## src/shared/ltcf_defs.svh

```systemverilog
// Notes on behaviour
// - Each address field is 48 bits wide.
// - Address bits: individual/group, universal/local, 46-bit address.
// - Null-address end node never counts as admitted.
// - Response echoes requested configuration unchanged.
// - Group frames reach every active port.
// - Reserved bits sent zero, ignored on receive.
// - Secondary link on a redundancy-capable repeater skips duplicate check, returns zero.
// - Secondary link on a redundancy-capable repeater clears duplicate bit despite management.
// - Protocol version field carries 001.
// - Allowed repeater bit: 0 node, 1 repeater.
// - Allowed class 00/10, allowed format 00/10.
// - Access-denied bit set only when refusing entry.
// - Incompatible bit set; fields show allowable configuration.
// - Duplicate bit set when address already listed.
`ifndef LTCF_DEFS_SVH
`define LTCF_DEFS_SVH

// ----------------------------------------------------------------------------
// Frame layout
// ----------------------------------------------------------------------------
`define LTCF_ADDR_W      48
`define LTCF_CFG_W       16
`define LTCF_HDR_W       128
`define LTCF_HDR_OCTETS  5'h10
`define LTCF_LAST_OCTET  5'h0f
`define LTCF_DA_MSB      127
`define LTCF_SA_MSB      79
`define LTCF_REQ_MSB     31
`define LTCF_ALW_MSB     15
`define LTCF_IG_BIT      40
`define LTCF_UL_BIT      41
`define LTCF_NULL_ADDR   48'h0000_0000_0000

// ----------------------------------------------------------------------------
// Configuration field bit placement, shared by both ends of the link
// ----------------------------------------------------------------------------
`define LTCF_CFG_R       0
`define LTCF_CFG_PP_LO   1
`define LTCF_CFG_PP_HI   2
`define LTCF_CFG_FF_LO   3
`define LTCF_CFG_FF_HI   4
`define LTCF_CFG_N       5
`define LTCF_CFG_C       6
`define LTCF_CFG_D       8
`define LTCF_CFG_VER_LO  13
`define LTCF_CFG_VER_HI  15

// ----------------------------------------------------------------------------
// Codes
// ----------------------------------------------------------------------------
`define LTCF_PP_ADDRESSED 2'h0
`define LTCF_PP_ALL       2'h2
`define LTCF_FF_8023      2'h0
`define LTCF_FF_8025      2'h2
`define LTCF_FF_EITHER    2'h3
`define LTCF_VERSION      3'h1
`define LTCF_LIST_DEPTH   4
`define LTCF_LIST_IDX_W   2

`endif

```

## src/shared/ltcf_pkg.sv

```systemverilog
`include "ltcf_defs.svh"

package ltcf_pkg;

  typedef enum logic [1:0] {
    LTCF_ST_IDLE,
    LTCF_ST_RX,
    LTCF_ST_CALC,
    LTCF_ST_TX
  } ltcf_state_t;

  typedef logic [`LTCF_ADDR_W-1:0] ltcf_addr_t;
  typedef logic [`LTCF_CFG_W-1:0]  ltcf_cfg_t;

endpackage

```

## src/shared/ltcf_cfg_if.sv

```systemverilog
`timescale 1ns/1ps
`include "ltcf_defs.svh"

interface ltcf_cfg_if;
  ltcf_pkg::ltcf_cfg_t  req_cfg;
  ltcf_pkg::ltcf_addr_t src_addr;
  logic                 allow_repeater;
  logic                 allow_all_class;
  logic                 fmt_8023_ok;
  logic                 fmt_8025_ok;
  logic                 deny_entry;
  logic                 redundancy_cap;
  logic                 dup_in_list;
  logic                 mgmt_detected_duplicate_attr;
  ltcf_pkg::ltcf_cfg_t  alw_cfg;
  logic                 admitted;

  modport framer (
    output req_cfg,
    output src_addr,
    output allow_repeater,
    output allow_all_class,
    output fmt_8023_ok,
    output fmt_8025_ok,
    output deny_entry,
    output redundancy_cap,
    output dup_in_list,
    output mgmt_detected_duplicate_attr,
    input  alw_cfg,
    input  admitted
  );

  modport calc (
    input  req_cfg,
    input  src_addr,
    input  allow_repeater,
    input  allow_all_class,
    input  fmt_8023_ok,
    input  fmt_8025_ok,
    input  deny_entry,
    input  redundancy_cap,
    input  dup_in_list,
    input  mgmt_detected_duplicate_attr,
    output alw_cfg,
    output admitted
  );
endinterface

```

## src/logic/ltcf_framer.sv

```systemverilog
`timescale 1ns/1ps
`include "ltcf_defs.svh"

module ltcf_framer (
  input  wire logic                    clk,
  input  wire logic                    reset,
  input  wire logic                    rx_valid,
  input  wire logic                    rx_first,
  input  wire logic [7:0]              rx_octet,
  output logic                         tx_valid,
  input  wire logic                    tx_ready,
  output logic [7:0]                   tx_octet,
  output logic                         tx_last,
  input  wire logic                    allow_repeater,
  input  wire logic                    allow_all_class,
  input  wire logic                    fmt_8023_ok,
  input  wire logic                    fmt_8025_ok,
  input  wire logic                    deny_entry,
  input  wire logic                    redundancy_cap,
  input  wire logic                    mgmt_detected_duplicate_attr,
  input  wire logic                    list_wr,
  input  wire logic [`LTCF_LIST_IDX_W-1:0] list_idx,
  input  wire logic [`LTCF_ADDR_W-1:0] list_addr,
  input  wire logic                    list_valid,
  input  wire logic [`LTCF_ADDR_W-1:0] fwd_da,
  input  wire logic                    fwd_check,
  output logic                         fwd_deliver,
  output logic [`LTCF_ADDR_W-1:0]      port_addr,
  output logic                         port_active,
  output logic                         port_repeater,
  output logic                         port_all_class,
  output logic [1:0]                   port_format,
  output logic                         port_secondary,
  output logic                         link_test_only,
  output logic                         train_done,
  output logic                         train_reject
);

  ltcf_pkg::ltcf_state_t           state_q;
  logic [4:0]                      cnt_q;
  logic [`LTCF_HDR_W-1:0]          rx_hdr_q;
  logic [`LTCF_HDR_W-1:0]          tx_hdr_q;
  ltcf_pkg::ltcf_addr_t            list_q [`LTCF_LIST_DEPTH];
  logic [`LTCF_LIST_DEPTH-1:0]     list_v_q;
  logic [`LTCF_LIST_DEPTH-1:0]     hit;
  ltcf_pkg::ltcf_addr_t            rx_da;
  ltcf_pkg::ltcf_addr_t            rx_sa;
  ltcf_pkg::ltcf_cfg_t             rx_req;
  logic                            skip_dup;
  logic                            rx_take;
  logic                            tx_take;

  ltcf_cfg_if cfg ();

  // ----------------------------------------------------------------------------
  // Shared decode of an address: true for the all-zero null address.
  // ----------------------------------------------------------------------------
  function automatic logic addr_is_null(input ltcf_pkg::ltcf_addr_t a);
    addr_is_null = (a == `LTCF_NULL_ADDR);
  endfunction

  // ----------------------------------------------------------------------------
  // Header field views of the captured request.
  // ----------------------------------------------------------------------------
  assign rx_da  = rx_hdr_q[`LTCF_DA_MSB -: `LTCF_ADDR_W];
  assign rx_sa  = rx_hdr_q[`LTCF_SA_MSB -: `LTCF_ADDR_W];
  assign rx_req = rx_hdr_q[`LTCF_REQ_MSB -: `LTCF_CFG_W];
  assign rx_take = rx_valid && (state_q == ltcf_pkg::LTCF_ST_RX ||
                                (state_q == ltcf_pkg::LTCF_ST_IDLE && rx_first));
  assign tx_take = tx_valid && tx_ready;

  // ----------------------------------------------------------------------------
  // Sequencer: collect sixteen header octets, decide, then send the header back.
  // Octets beyond the header are not this block's concern and are dropped.
  // ----------------------------------------------------------------------------
  always_ff @(posedge clk or posedge reset) begin
    if (reset) begin
      state_q <= ltcf_pkg::LTCF_ST_IDLE;
      cnt_q   <= 5'h00;
    end else begin
      case (state_q)
        ltcf_pkg::LTCF_ST_IDLE: begin
          if (rx_take) begin
            state_q <= ltcf_pkg::LTCF_ST_RX;
            cnt_q   <= 5'h01;
          end
        end
        ltcf_pkg::LTCF_ST_RX: begin
          if (rx_valid && rx_first) begin
            cnt_q <= 5'h01;
          end else if (rx_take) begin
            cnt_q <= cnt_q + 5'h01;
            if (cnt_q == `LTCF_LAST_OCTET) begin
              state_q <= ltcf_pkg::LTCF_ST_CALC;
            end
          end
        end
        ltcf_pkg::LTCF_ST_CALC: begin
          state_q <= ltcf_pkg::LTCF_ST_TX;
          cnt_q   <= 5'h00;
        end
        ltcf_pkg::LTCF_ST_TX: begin
          if (tx_take) begin
            cnt_q <= cnt_q + 5'h01;
            if (cnt_q == `LTCF_LAST_OCTET) begin
              state_q <= ltcf_pkg::LTCF_ST_IDLE;
            end
          end
        end
        default: begin
          state_q <= ltcf_pkg::LTCF_ST_IDLE;
        end
      endcase
    end
  end

  // ----------------------------------------------------------------------------
  // Request capture, first octet on the wire lands in the top byte.
  // ----------------------------------------------------------------------------
  always_ff @(posedge clk or posedge reset) begin
    if (reset) begin
      rx_hdr_q <= '0;
    end else if (rx_take) begin
      rx_hdr_q <= {rx_hdr_q[`LTCF_HDR_W-9:0], rx_octet};
    end
  end

  // ----------------------------------------------------------------------------
  // Port address list kept by management; each valid entry is compared
  // against the trainer's source address.
  // ----------------------------------------------------------------------------
  always_ff @(posedge clk or posedge reset) begin
    if (reset) begin
      list_v_q <= '0;
    end else if (list_wr) begin
      list_v_q[list_idx] <= list_valid;
    end
  end

  always_ff @(posedge clk) begin
    if (list_wr) begin
      list_q[list_idx] <= list_addr;
    end
  end

  // A null source never hits the list: an end node with it only tests the link.
  assign skip_dup = (redundancy_cap && rx_req[`LTCF_CFG_D]) || addr_is_null(rx_sa);

  genvar gi;
  generate
    for (gi = 0; gi < `LTCF_LIST_DEPTH; gi = gi + 1) begin : g_cmp
      assign hit[gi] = list_v_q[gi] && (list_q[gi] == rx_sa) && !skip_dup;
    end
  endgenerate

  // ----------------------------------------------------------------------------
  // Policy and request handed to the response calculator.
  // ----------------------------------------------------------------------------
  assign cfg.req_cfg                      = rx_req;
  assign cfg.src_addr                     = rx_sa;
  assign cfg.allow_repeater               = allow_repeater;
  assign cfg.allow_all_class              = allow_all_class;
  assign cfg.fmt_8023_ok                  = fmt_8023_ok;
  assign cfg.fmt_8025_ok                  = fmt_8025_ok;
  assign cfg.deny_entry                   = deny_entry;
  assign cfg.redundancy_cap               = redundancy_cap;
  assign cfg.dup_in_list                  = |hit;
  assign cfg.mgmt_detected_duplicate_attr = mgmt_detected_duplicate_attr;

  ltcf_resp_calc u_calc (
    .cfg (cfg.calc)
  );

  // ----------------------------------------------------------------------------
  // Response header: addresses and request echoed, received allowed field
  // dropped and replaced by the calculated one.
  // ----------------------------------------------------------------------------
  always_ff @(posedge clk or posedge reset) begin
    if (reset) begin
      tx_hdr_q <= '0;
    end else if (state_q == ltcf_pkg::LTCF_ST_CALC) begin
      tx_hdr_q <= {rx_hdr_q[`LTCF_HDR_W-1:`LTCF_CFG_W], cfg.alw_cfg};
    end else if (tx_take) begin
      tx_hdr_q <= {tx_hdr_q[`LTCF_HDR_W-9:0], 8'h00};
    end
  end

  assign tx_valid = (state_q == ltcf_pkg::LTCF_ST_TX);
  assign tx_octet = tx_hdr_q[`LTCF_HDR_W-1 -: 8];
  assign tx_last  = tx_valid && (cnt_q == `LTCF_LAST_OCTET);

  // ----------------------------------------------------------------------------
  // Port configuration latched when a response is built. A port is made
  // active only when the response admits the trainer.
  // ----------------------------------------------------------------------------
  always_ff @(posedge clk or posedge reset) begin
    if (reset) begin
      port_addr      <= `LTCF_NULL_ADDR;
      port_active    <= 1'b0;
      port_repeater  <= 1'b0;
      port_all_class <= 1'b0;
      port_format    <= `LTCF_FF_8023;
      port_secondary <= 1'b0;
    end else if (state_q == ltcf_pkg::LTCF_ST_CALC) begin
      port_addr      <= rx_sa;
      port_active    <= cfg.admitted;
      port_repeater  <= cfg.alw_cfg[`LTCF_CFG_R];
      port_all_class <= cfg.alw_cfg[`LTCF_CFG_PP_HI:`LTCF_CFG_PP_LO] == `LTCF_PP_ALL;
      port_format    <= cfg.alw_cfg[`LTCF_CFG_FF_HI:`LTCF_CFG_FF_LO];
      port_secondary <= rx_req[`LTCF_CFG_D];
    end
  end

  // ----------------------------------------------------------------------------
  // Outcome pulses, one per response, plus a level that marks a node
  // that only exercised the link with the null address.
  // ----------------------------------------------------------------------------
  always_ff @(posedge clk or posedge reset) begin
    if (reset) begin
      train_done     <= 1'b0;
      train_reject   <= 1'b0;
      link_test_only <= 1'b0;
    end else begin
      train_done   <= (state_q == ltcf_pkg::LTCF_ST_CALC) && cfg.admitted;
      train_reject <= (state_q == ltcf_pkg::LTCF_ST_CALC) && !cfg.admitted;
      if (state_q == ltcf_pkg::LTCF_ST_CALC) begin
        link_test_only <= !rx_req[`LTCF_CFG_R] && addr_is_null(rx_sa);
      end
    end
  end

  // ----------------------------------------------------------------------------
  // Delivery decision for a frame offered to this port. Group frames go to
  // every active port whatever class was granted; unicast needs a match or
  // the receive-all class.
  // ----------------------------------------------------------------------------
  always_ff @(posedge clk or posedge reset) begin
    if (reset) begin
      fwd_deliver <= 1'b0;
    end else begin
      fwd_deliver <= fwd_check && port_active &&
                     (fwd_da[`LTCF_IG_BIT] || port_all_class ||
                      (fwd_da == port_addr));
    end
  end

endmodule

```

## src/logic/ltcf_resp_calc.sv

```systemverilog
`timescale 1ns/1ps
`include "ltcf_defs.svh"

module ltcf_resp_calc (
  ltcf_cfg_if.calc cfg
);

  logic [1:0] req_pp;
  logic [1:0] req_ff;
  logic [1:0] alw_pp;
  logic [1:0] alw_ff;
  logic       req_rep;
  logic       alw_rep;
  logic       dup_bit;
  logic       mismatch;
  logic       null_node;
  logic       bad_src;
  logic       ver_bad;

  // ----------------------------------------------------------------------------
  // Field extraction; reserved request bits are never looked at.
  // ----------------------------------------------------------------------------
  assign req_rep = cfg.req_cfg[`LTCF_CFG_R];
  assign req_pp  = cfg.req_cfg[`LTCF_CFG_PP_HI:`LTCF_CFG_PP_LO];
  assign req_ff  = cfg.req_cfg[`LTCF_CFG_FF_HI:`LTCF_CFG_FF_LO];
  assign ver_bad = cfg.req_cfg[`LTCF_CFG_VER_HI:`LTCF_CFG_VER_LO] != `LTCF_VERSION;

  // ----------------------------------------------------------------------------
  // Role, unicast class and format that the repeater can actually grant.
  // A repeater must ask for the receive-all class, so it is given it whenever allow_all_class is set.
  // ----------------------------------------------------------------------------
  always_comb begin
    alw_rep = req_rep & cfg.allow_repeater;
    if ((req_pp == `LTCF_PP_ALL || req_rep) && cfg.allow_all_class) begin
      alw_pp = `LTCF_PP_ALL;
    end else begin
      alw_pp = `LTCF_PP_ADDRESSED;
    end
    if (req_ff == `LTCF_FF_8025 && cfg.fmt_8025_ok) begin
      alw_ff = `LTCF_FF_8025;
    end else if (cfg.fmt_8023_ok) begin
      alw_ff = `LTCF_FF_8023;
    end else if (cfg.fmt_8025_ok) begin
      alw_ff = `LTCF_FF_8025;
    end else begin
      alw_ff = `LTCF_FF_8023;
    end
  end

  // ----------------------------------------------------------------------------
  // Duplicate flag; a secondary link on a redundancy-capable repeater hides it.
  // ----------------------------------------------------------------------------
  always_comb begin
    if (cfg.redundancy_cap && cfg.req_cfg[`LTCF_CFG_D]) begin
      dup_bit = 1'b0;
    end else begin
      dup_bit = cfg.dup_in_list | cfg.mgmt_detected_duplicate_attr;
    end
  end

  // ----------------------------------------------------------------------------
  // Incompatibility: any requested field that could not be granted as asked.
  // ----------------------------------------------------------------------------
  assign null_node = !req_rep && cfg.src_addr == `LTCF_NULL_ADDR;
  assign bad_src   = cfg.src_addr[`LTCF_IG_BIT];
  always_comb begin
    mismatch = ver_bad | (req_rep != alw_rep);
    if (req_rep && alw_pp != `LTCF_PP_ALL) begin
      mismatch = 1'b1;
    end
    if (!req_rep && req_pp != alw_pp) begin
      mismatch = 1'b1;
    end
    if (req_ff != `LTCF_FF_EITHER && req_ff != alw_ff) begin
      mismatch = 1'b1;
    end
    // A fallback format that the port cannot carry is only a would-be grant.
    if ((alw_ff == `LTCF_FF_8023 && !cfg.fmt_8023_ok) ||
        (alw_ff == `LTCF_FF_8025 && !cfg.fmt_8025_ok)) begin
      mismatch = 1'b1;
    end
  end

  // ----------------------------------------------------------------------------
  // Allowed field assembly; unassigned positions stay zero.
  // ----------------------------------------------------------------------------
  always_comb begin
    cfg.alw_cfg = '0;
    cfg.alw_cfg[`LTCF_CFG_R] = alw_rep;
    cfg.alw_cfg[`LTCF_CFG_PP_HI:`LTCF_CFG_PP_LO] = alw_pp;
    cfg.alw_cfg[`LTCF_CFG_FF_HI:`LTCF_CFG_FF_LO] = alw_ff;
    cfg.alw_cfg[`LTCF_CFG_N] = cfg.deny_entry;
    cfg.alw_cfg[`LTCF_CFG_C] = mismatch | null_node | bad_src | dup_bit;
    cfg.alw_cfg[`LTCF_CFG_D] = dup_bit;
    cfg.alw_cfg[`LTCF_CFG_VER_HI:`LTCF_CFG_VER_LO] = `LTCF_VERSION;
  end

  assign cfg.admitted = !(mismatch | null_node | bad_src | dup_bit | cfg.deny_entry);

endmodule

```

## config.mk

```make
export PLATFORM = sky130hd
export DESIGN_NAME = ltcf_framer
export DESIGN_NICKNAME = d
export VERILOG_FILES = /design/src/shared/ltcf_pkg.sv /design/src/shared/ltcf_cfg_if.sv /design/src/logic/ltcf_framer.sv /design/src/logic/ltcf_resp_calc.sv
export VERILOG_INCLUDE_DIRS = /design/src /design/src/shared
export SDC_FILE = /design/constraint.sdc
export NUM_CORES = 1
export LEC_CHECK = 0
export BUFFER_PORTS_ARGS = -buffer_cell sky130_fd_sc_hd__buf_2
export CELL_PAD_IN_SITES_DETAIL_PLACEMENT = 1
export CELL_PAD_IN_SITES_GLOBAL_PLACEMENT = 1
export CORE_MARGIN = 1
export CORE_UTILIZATION = 51
export CTS_BUF_LIST = sky130_fd_sc_hd__clkbuf_2 sky130_fd_sc_hd__clkbuf_4 sky130_fd_sc_hd__clkbuf_8
export CTS_CLUSTER_DIAMETER = 80
export DETAILED_ROUTE_END_ITERATION = 8
export HOLD_SLACK_MARGIN = 0.1
export PLACE_DENSITY = 0.93
export SLEW_MARGIN = 5
export SYNTH_ARGS = -nofsm -noshare
export SYNTH_HDL_FRONTEND = slang
export SYNTH_SLANG_ARGS = --single-unit
export TNS_END_PERCENT = 10
```

## constraint.sdc

```tcl
create_clock -name clk -period 11.36 [get_ports clk]
set_clock_uncertainty 0.15 [all_clocks]
set_input_delay 1.136 -clock clk [delete_from_list [all_inputs] [get_ports clk]]
set_output_delay 1.136 -clock clk [all_outputs]
set_load 0.01 [all_outputs]
```

==> run_results.csv <==
group,metric,value,unit
power_and_ir_drop,netSwitchingFraction,0.3976,
synth,synth_top_cells_by_area,"dfrtp_1 37%, edfxtp_1 27%, mux2_2 6.5%, xor2_1 6.0%, mux2i_1 5.1%",
synth,synthesis.area_per_instance,12.96,µm²
floorplan,die-area,43430,µm²
sta,final_min_period_over_clock_period,0.2953,
clocking,insertion_delay_of_the_later_clocked_pin_in_the_worst_skew_pair,0.68,ns
clocking,clkSlewWorstSetupHoldPaths,0.06,ns
clocking,hold_buffers,0,
synth,yosys_warnings,0,
sta,number_of_max_slew_violations_in_the_final_report,0,
setup_path,worstSetupPathType,"reg2reg",
clocking,tritoncts_num_sinks,510,
routing,drt-pass1-iter-count,5,
routing,detailed_router_s_first_iteration_violation_count,1831,
synth,netlist.top_cell.by_area,"dfrtp_1",
setup_path,crit_required,11.74,ns
place,numPlacedInstances,2294,
sta,final.setup.tns,0,ns
setup_path,r2r_end,"rx_hdr_q[0]",
routing,finalWirelength,72100,µm
synth,synthFlopType,"dfrtp_1",
routing,drt_drc_violations_left,0,
floorplan,core_region_area,41950,µm²
clocking,post-cts-setup-buffer-count,0,
setup_path,worst_setup_path_start_kind,"flop",
sta,peak_freq,298.1,MHz
power_and_ir_drop,power.density,283.5,nW/µm²
power_and_ir_drop,pwr-share-comb,0.290,
synth,fraction_of_registers_with_async_set_or_reset_after_synthesis,0.6235,
floorplan,number_of_cell_rows,75,
sta,relSlewSlack,0.1858,
finish,syn2layout_area_growth,13.41,%
clocking,cts-buffers-inserted,83,
worst_hold_path,worstHoldStart,"rx_hdr_q[124]",
place,port_buffers,187,
global_route,gr-usage-all-layers,0.3408,
place,gp_congestion,0.8789,
clocking,htreeDepth,3,
clocking,cts_tree,"done",
power_and_ir_drop,total_power,0.006986,W
synth,synth_edf_count,192,
routing,routed-via-count,15082,
floorplan,floorplan.initialDensity,0.5179,
clocking,post_cts_resize_count,0,
synth,post-synth-top-count-cell,"dfrtp_1",
sta,rsz0062_at_grt,"false",
setup_path,rr_startpoint,"state_q[1]",
synth,ys_seq_elements,510,
synth,synth_fp_nets,1803,
power_and_ir_drop,switching_power,0.002778,W
sta,setup_failing_eps_final,0,
flow_run,timing.max_cap.violations,0,
place,dpl.hpwl,45880,µm
setup_path,r2r_setup_slack,8.01,ns
synth,synth.distinct_cells,53,
global_route,grt_start_max_net_pins,193,
synth,yosysTopAreaCellShare,0.3663,
clocking,root_buffer,"clkbuf_8",
worst_hold_path,holdCritPathClass,"reg2reg",
floorplan,die_w,208.4,µm
power_and_ir_drop,share_seq_of_total_power,0.464,
floorplan,floorplan.die.height,208.4,µm
global_route,first_global_vias,16487,
setup_path,worst-path-max-fanout,75,
setup_path,critical_path_arrival,3.73,ns
setup_path,reg2regPathDepth,6,
synth,leading_post_synthesis_cells_by_instance_count,"318 x dfrtp_1, 192 x edfxtp_1, 183 x o21ai_0, 151 x nand2_1, 149 x xor2_1",
routing,antenna_violating_nets_remaining,0,
floorplan,num_io_pins,189,
worst_hold_path,hold-path-cell-count,2,
run_status,status,"finished, final reports clean",
global_route,antenna_found_initial,2,
global_route,global_route_wire_length_before_repair,108500,µm
finish,stdcell_count,2439,
clocking,clk_path_buf_depth,3,
power_and_ir_drop,intPower,0.004209,W
sta,min_period,3.355,ns
finish,drive_above_1_share,0.2522,
sta,worstMarginPinSlew,1.221,ns
sta,hold_viol,0,
routing,post_drt_via_cell_ratio,6.184,
synth,seq_area_frac_synth,0.6317,
setup_path,worstSetupEndpointType,"flop",
global_route,grt_overflow,0,
finish,finish.net_count,1967,
routing,routed_wire_length_per_instance,29.56,µm
finish,finalCoreUtilization,0.5874,
place,placedInstanceArea,22890,µm²
power_and_ir_drop,power.static_leakage,10.75,nW
power_and_ir_drop,share_of_power_burned_in_the_clock_network,0.247,
synth,syn_inst,1676,
finish,fin_area,24640,µm²
power_and_ir_drop,ir_drop,0.0001649,V
worst_hold_path,hold_end,"tx_hdr_q[124]",
synth,syn_area,21730,µm²
[registers in the layout, indices dropped and copies added (netlist names), 2 cells and up]
| name | flops |
|---|---|
| list_q | 192 |
| port_addr | 48 |
| tx_hdr_q | 122 |
| rx_hdr_q | 128 |
| cnt_q | 5 |
| state_q | 2 |
| list_v_q | 4 |
[kinds of logic after synthesis]
| logic type | synth area share |
|---|---|
| and+or+nand+nor | 0.06249 |
| adders and majority gates | 0.003455 |
| other | 0.0001726 |
| xor gates and xnor gates | 0.09191 |
| muxes | 0.1155 |
| buffers and inverters | 0.04020 |
| DFF | 0.6317 |
| AOI/OAI and AO/OA | 0.05465 |
[placed cells by master, fill, tap and decap left out, types with 2 or more instances in the layout]
cell        count
nand4_1        30
o221ai_1        3
ha_1            5
nor2_1         10
xnor2_1        79
o2111ai_1       2
o21ai_0       183
mux2_2        125
clkinv_2        5
o22ai_1         2
nor3_1          7
clkbuf_8      100
or2_2           3
dfrtp_1       318
clkinvlp_4      3
clkbuf_4       26
or4_1           3
a21oi_1        13
edfxtp_1      192
nor2b_1         2
a21o_1          2
bufinv_16       3
inv_1          74
inv_8           2
a31oi_1         2
xor2_1        149
nand2_1       149
buf_2         187
nand3_1         9
buf_4           9
clkinv_1        5
mux2i_1       110
nor4_1         50
nand2b_1        8
nor2_4          2
nand2_4         2
[through the flow]
stage / hold slack, ns / setup slack [ns]
5_1_grt: 0.3702 / 7.820
3_5_place_dp: 0.3205 / 7.643
2_1_floorplan: 0.2944 / 1.274
6_report: 0.3379 / 8.005
3_3_place_gp: 0.3127 / 7.703
4_1_cts: 0.3357 / 8.032
[power by group through the flow]
stage,logic [W],clock network (W),registers (W)
3_3_place_gp,0.00172,0,0.00312
6_report,0.00202,0.00172,0.00324
3_5_place_dp,0.00189,0,0.00319
4_1_cts,0.00200,0.00174,0.00320
5_1_grt,0.00217,0.00181,0.00325
2_1_floorplan,0.00154,0,0.00272
[worst max-delay path by stage]
stage | from | to | slack (ns) | depth (start not counted)
floorplan | reset | cnt_q[0] | 1.27 | 1
global placement | rx_first | rx_hdr_q[11] | 7.70 | 5
detailed placement | rx_first | rx_hdr_q[0] | 7.64 | 5
CTS | cnt_q[0] | tx_last | 8.03 | 6
global route | state_q[1] | rx_hdr_q[0] | 7.82 | 6
finish | state_q[1] | rx_hdr_q[0] | 8.01 | 6
[per-layer routing]
layer / global-route usage / wire length, µm / up-vias
met1: 0.4038 / 25970 / 7675
met4: 0.2158 / 5120 / 2
met3: 0.08377 / 5970 / 310
met2: 0.5585 / 35030 / 933
li1: - / - / 6162
met5: 0 / 15 / -
[worst max-delay path: stages (launching register included)]
cell	delay, ns
dfrtp_1	0.42
inv_1	0.09
ha_1	0.28
a21o_1	0.22
nand2_4	0.59
buf_4	0.91
mux2_2	0.46
[cell type report]
class	instances	area, µm²
Inverter	75	289.0
Sequential cell	510	13720
Timing Repair Buffer	197	1023
Tap cell	539	674.4
Antenna cell	1	2.502
Clock inverter	18	176.4
Fill cell	4171	17310
Multi-Input combinational cell	973	7179
Clock buffer	126	1572
No activity file was read; power rests on OpenSTA's default activity.
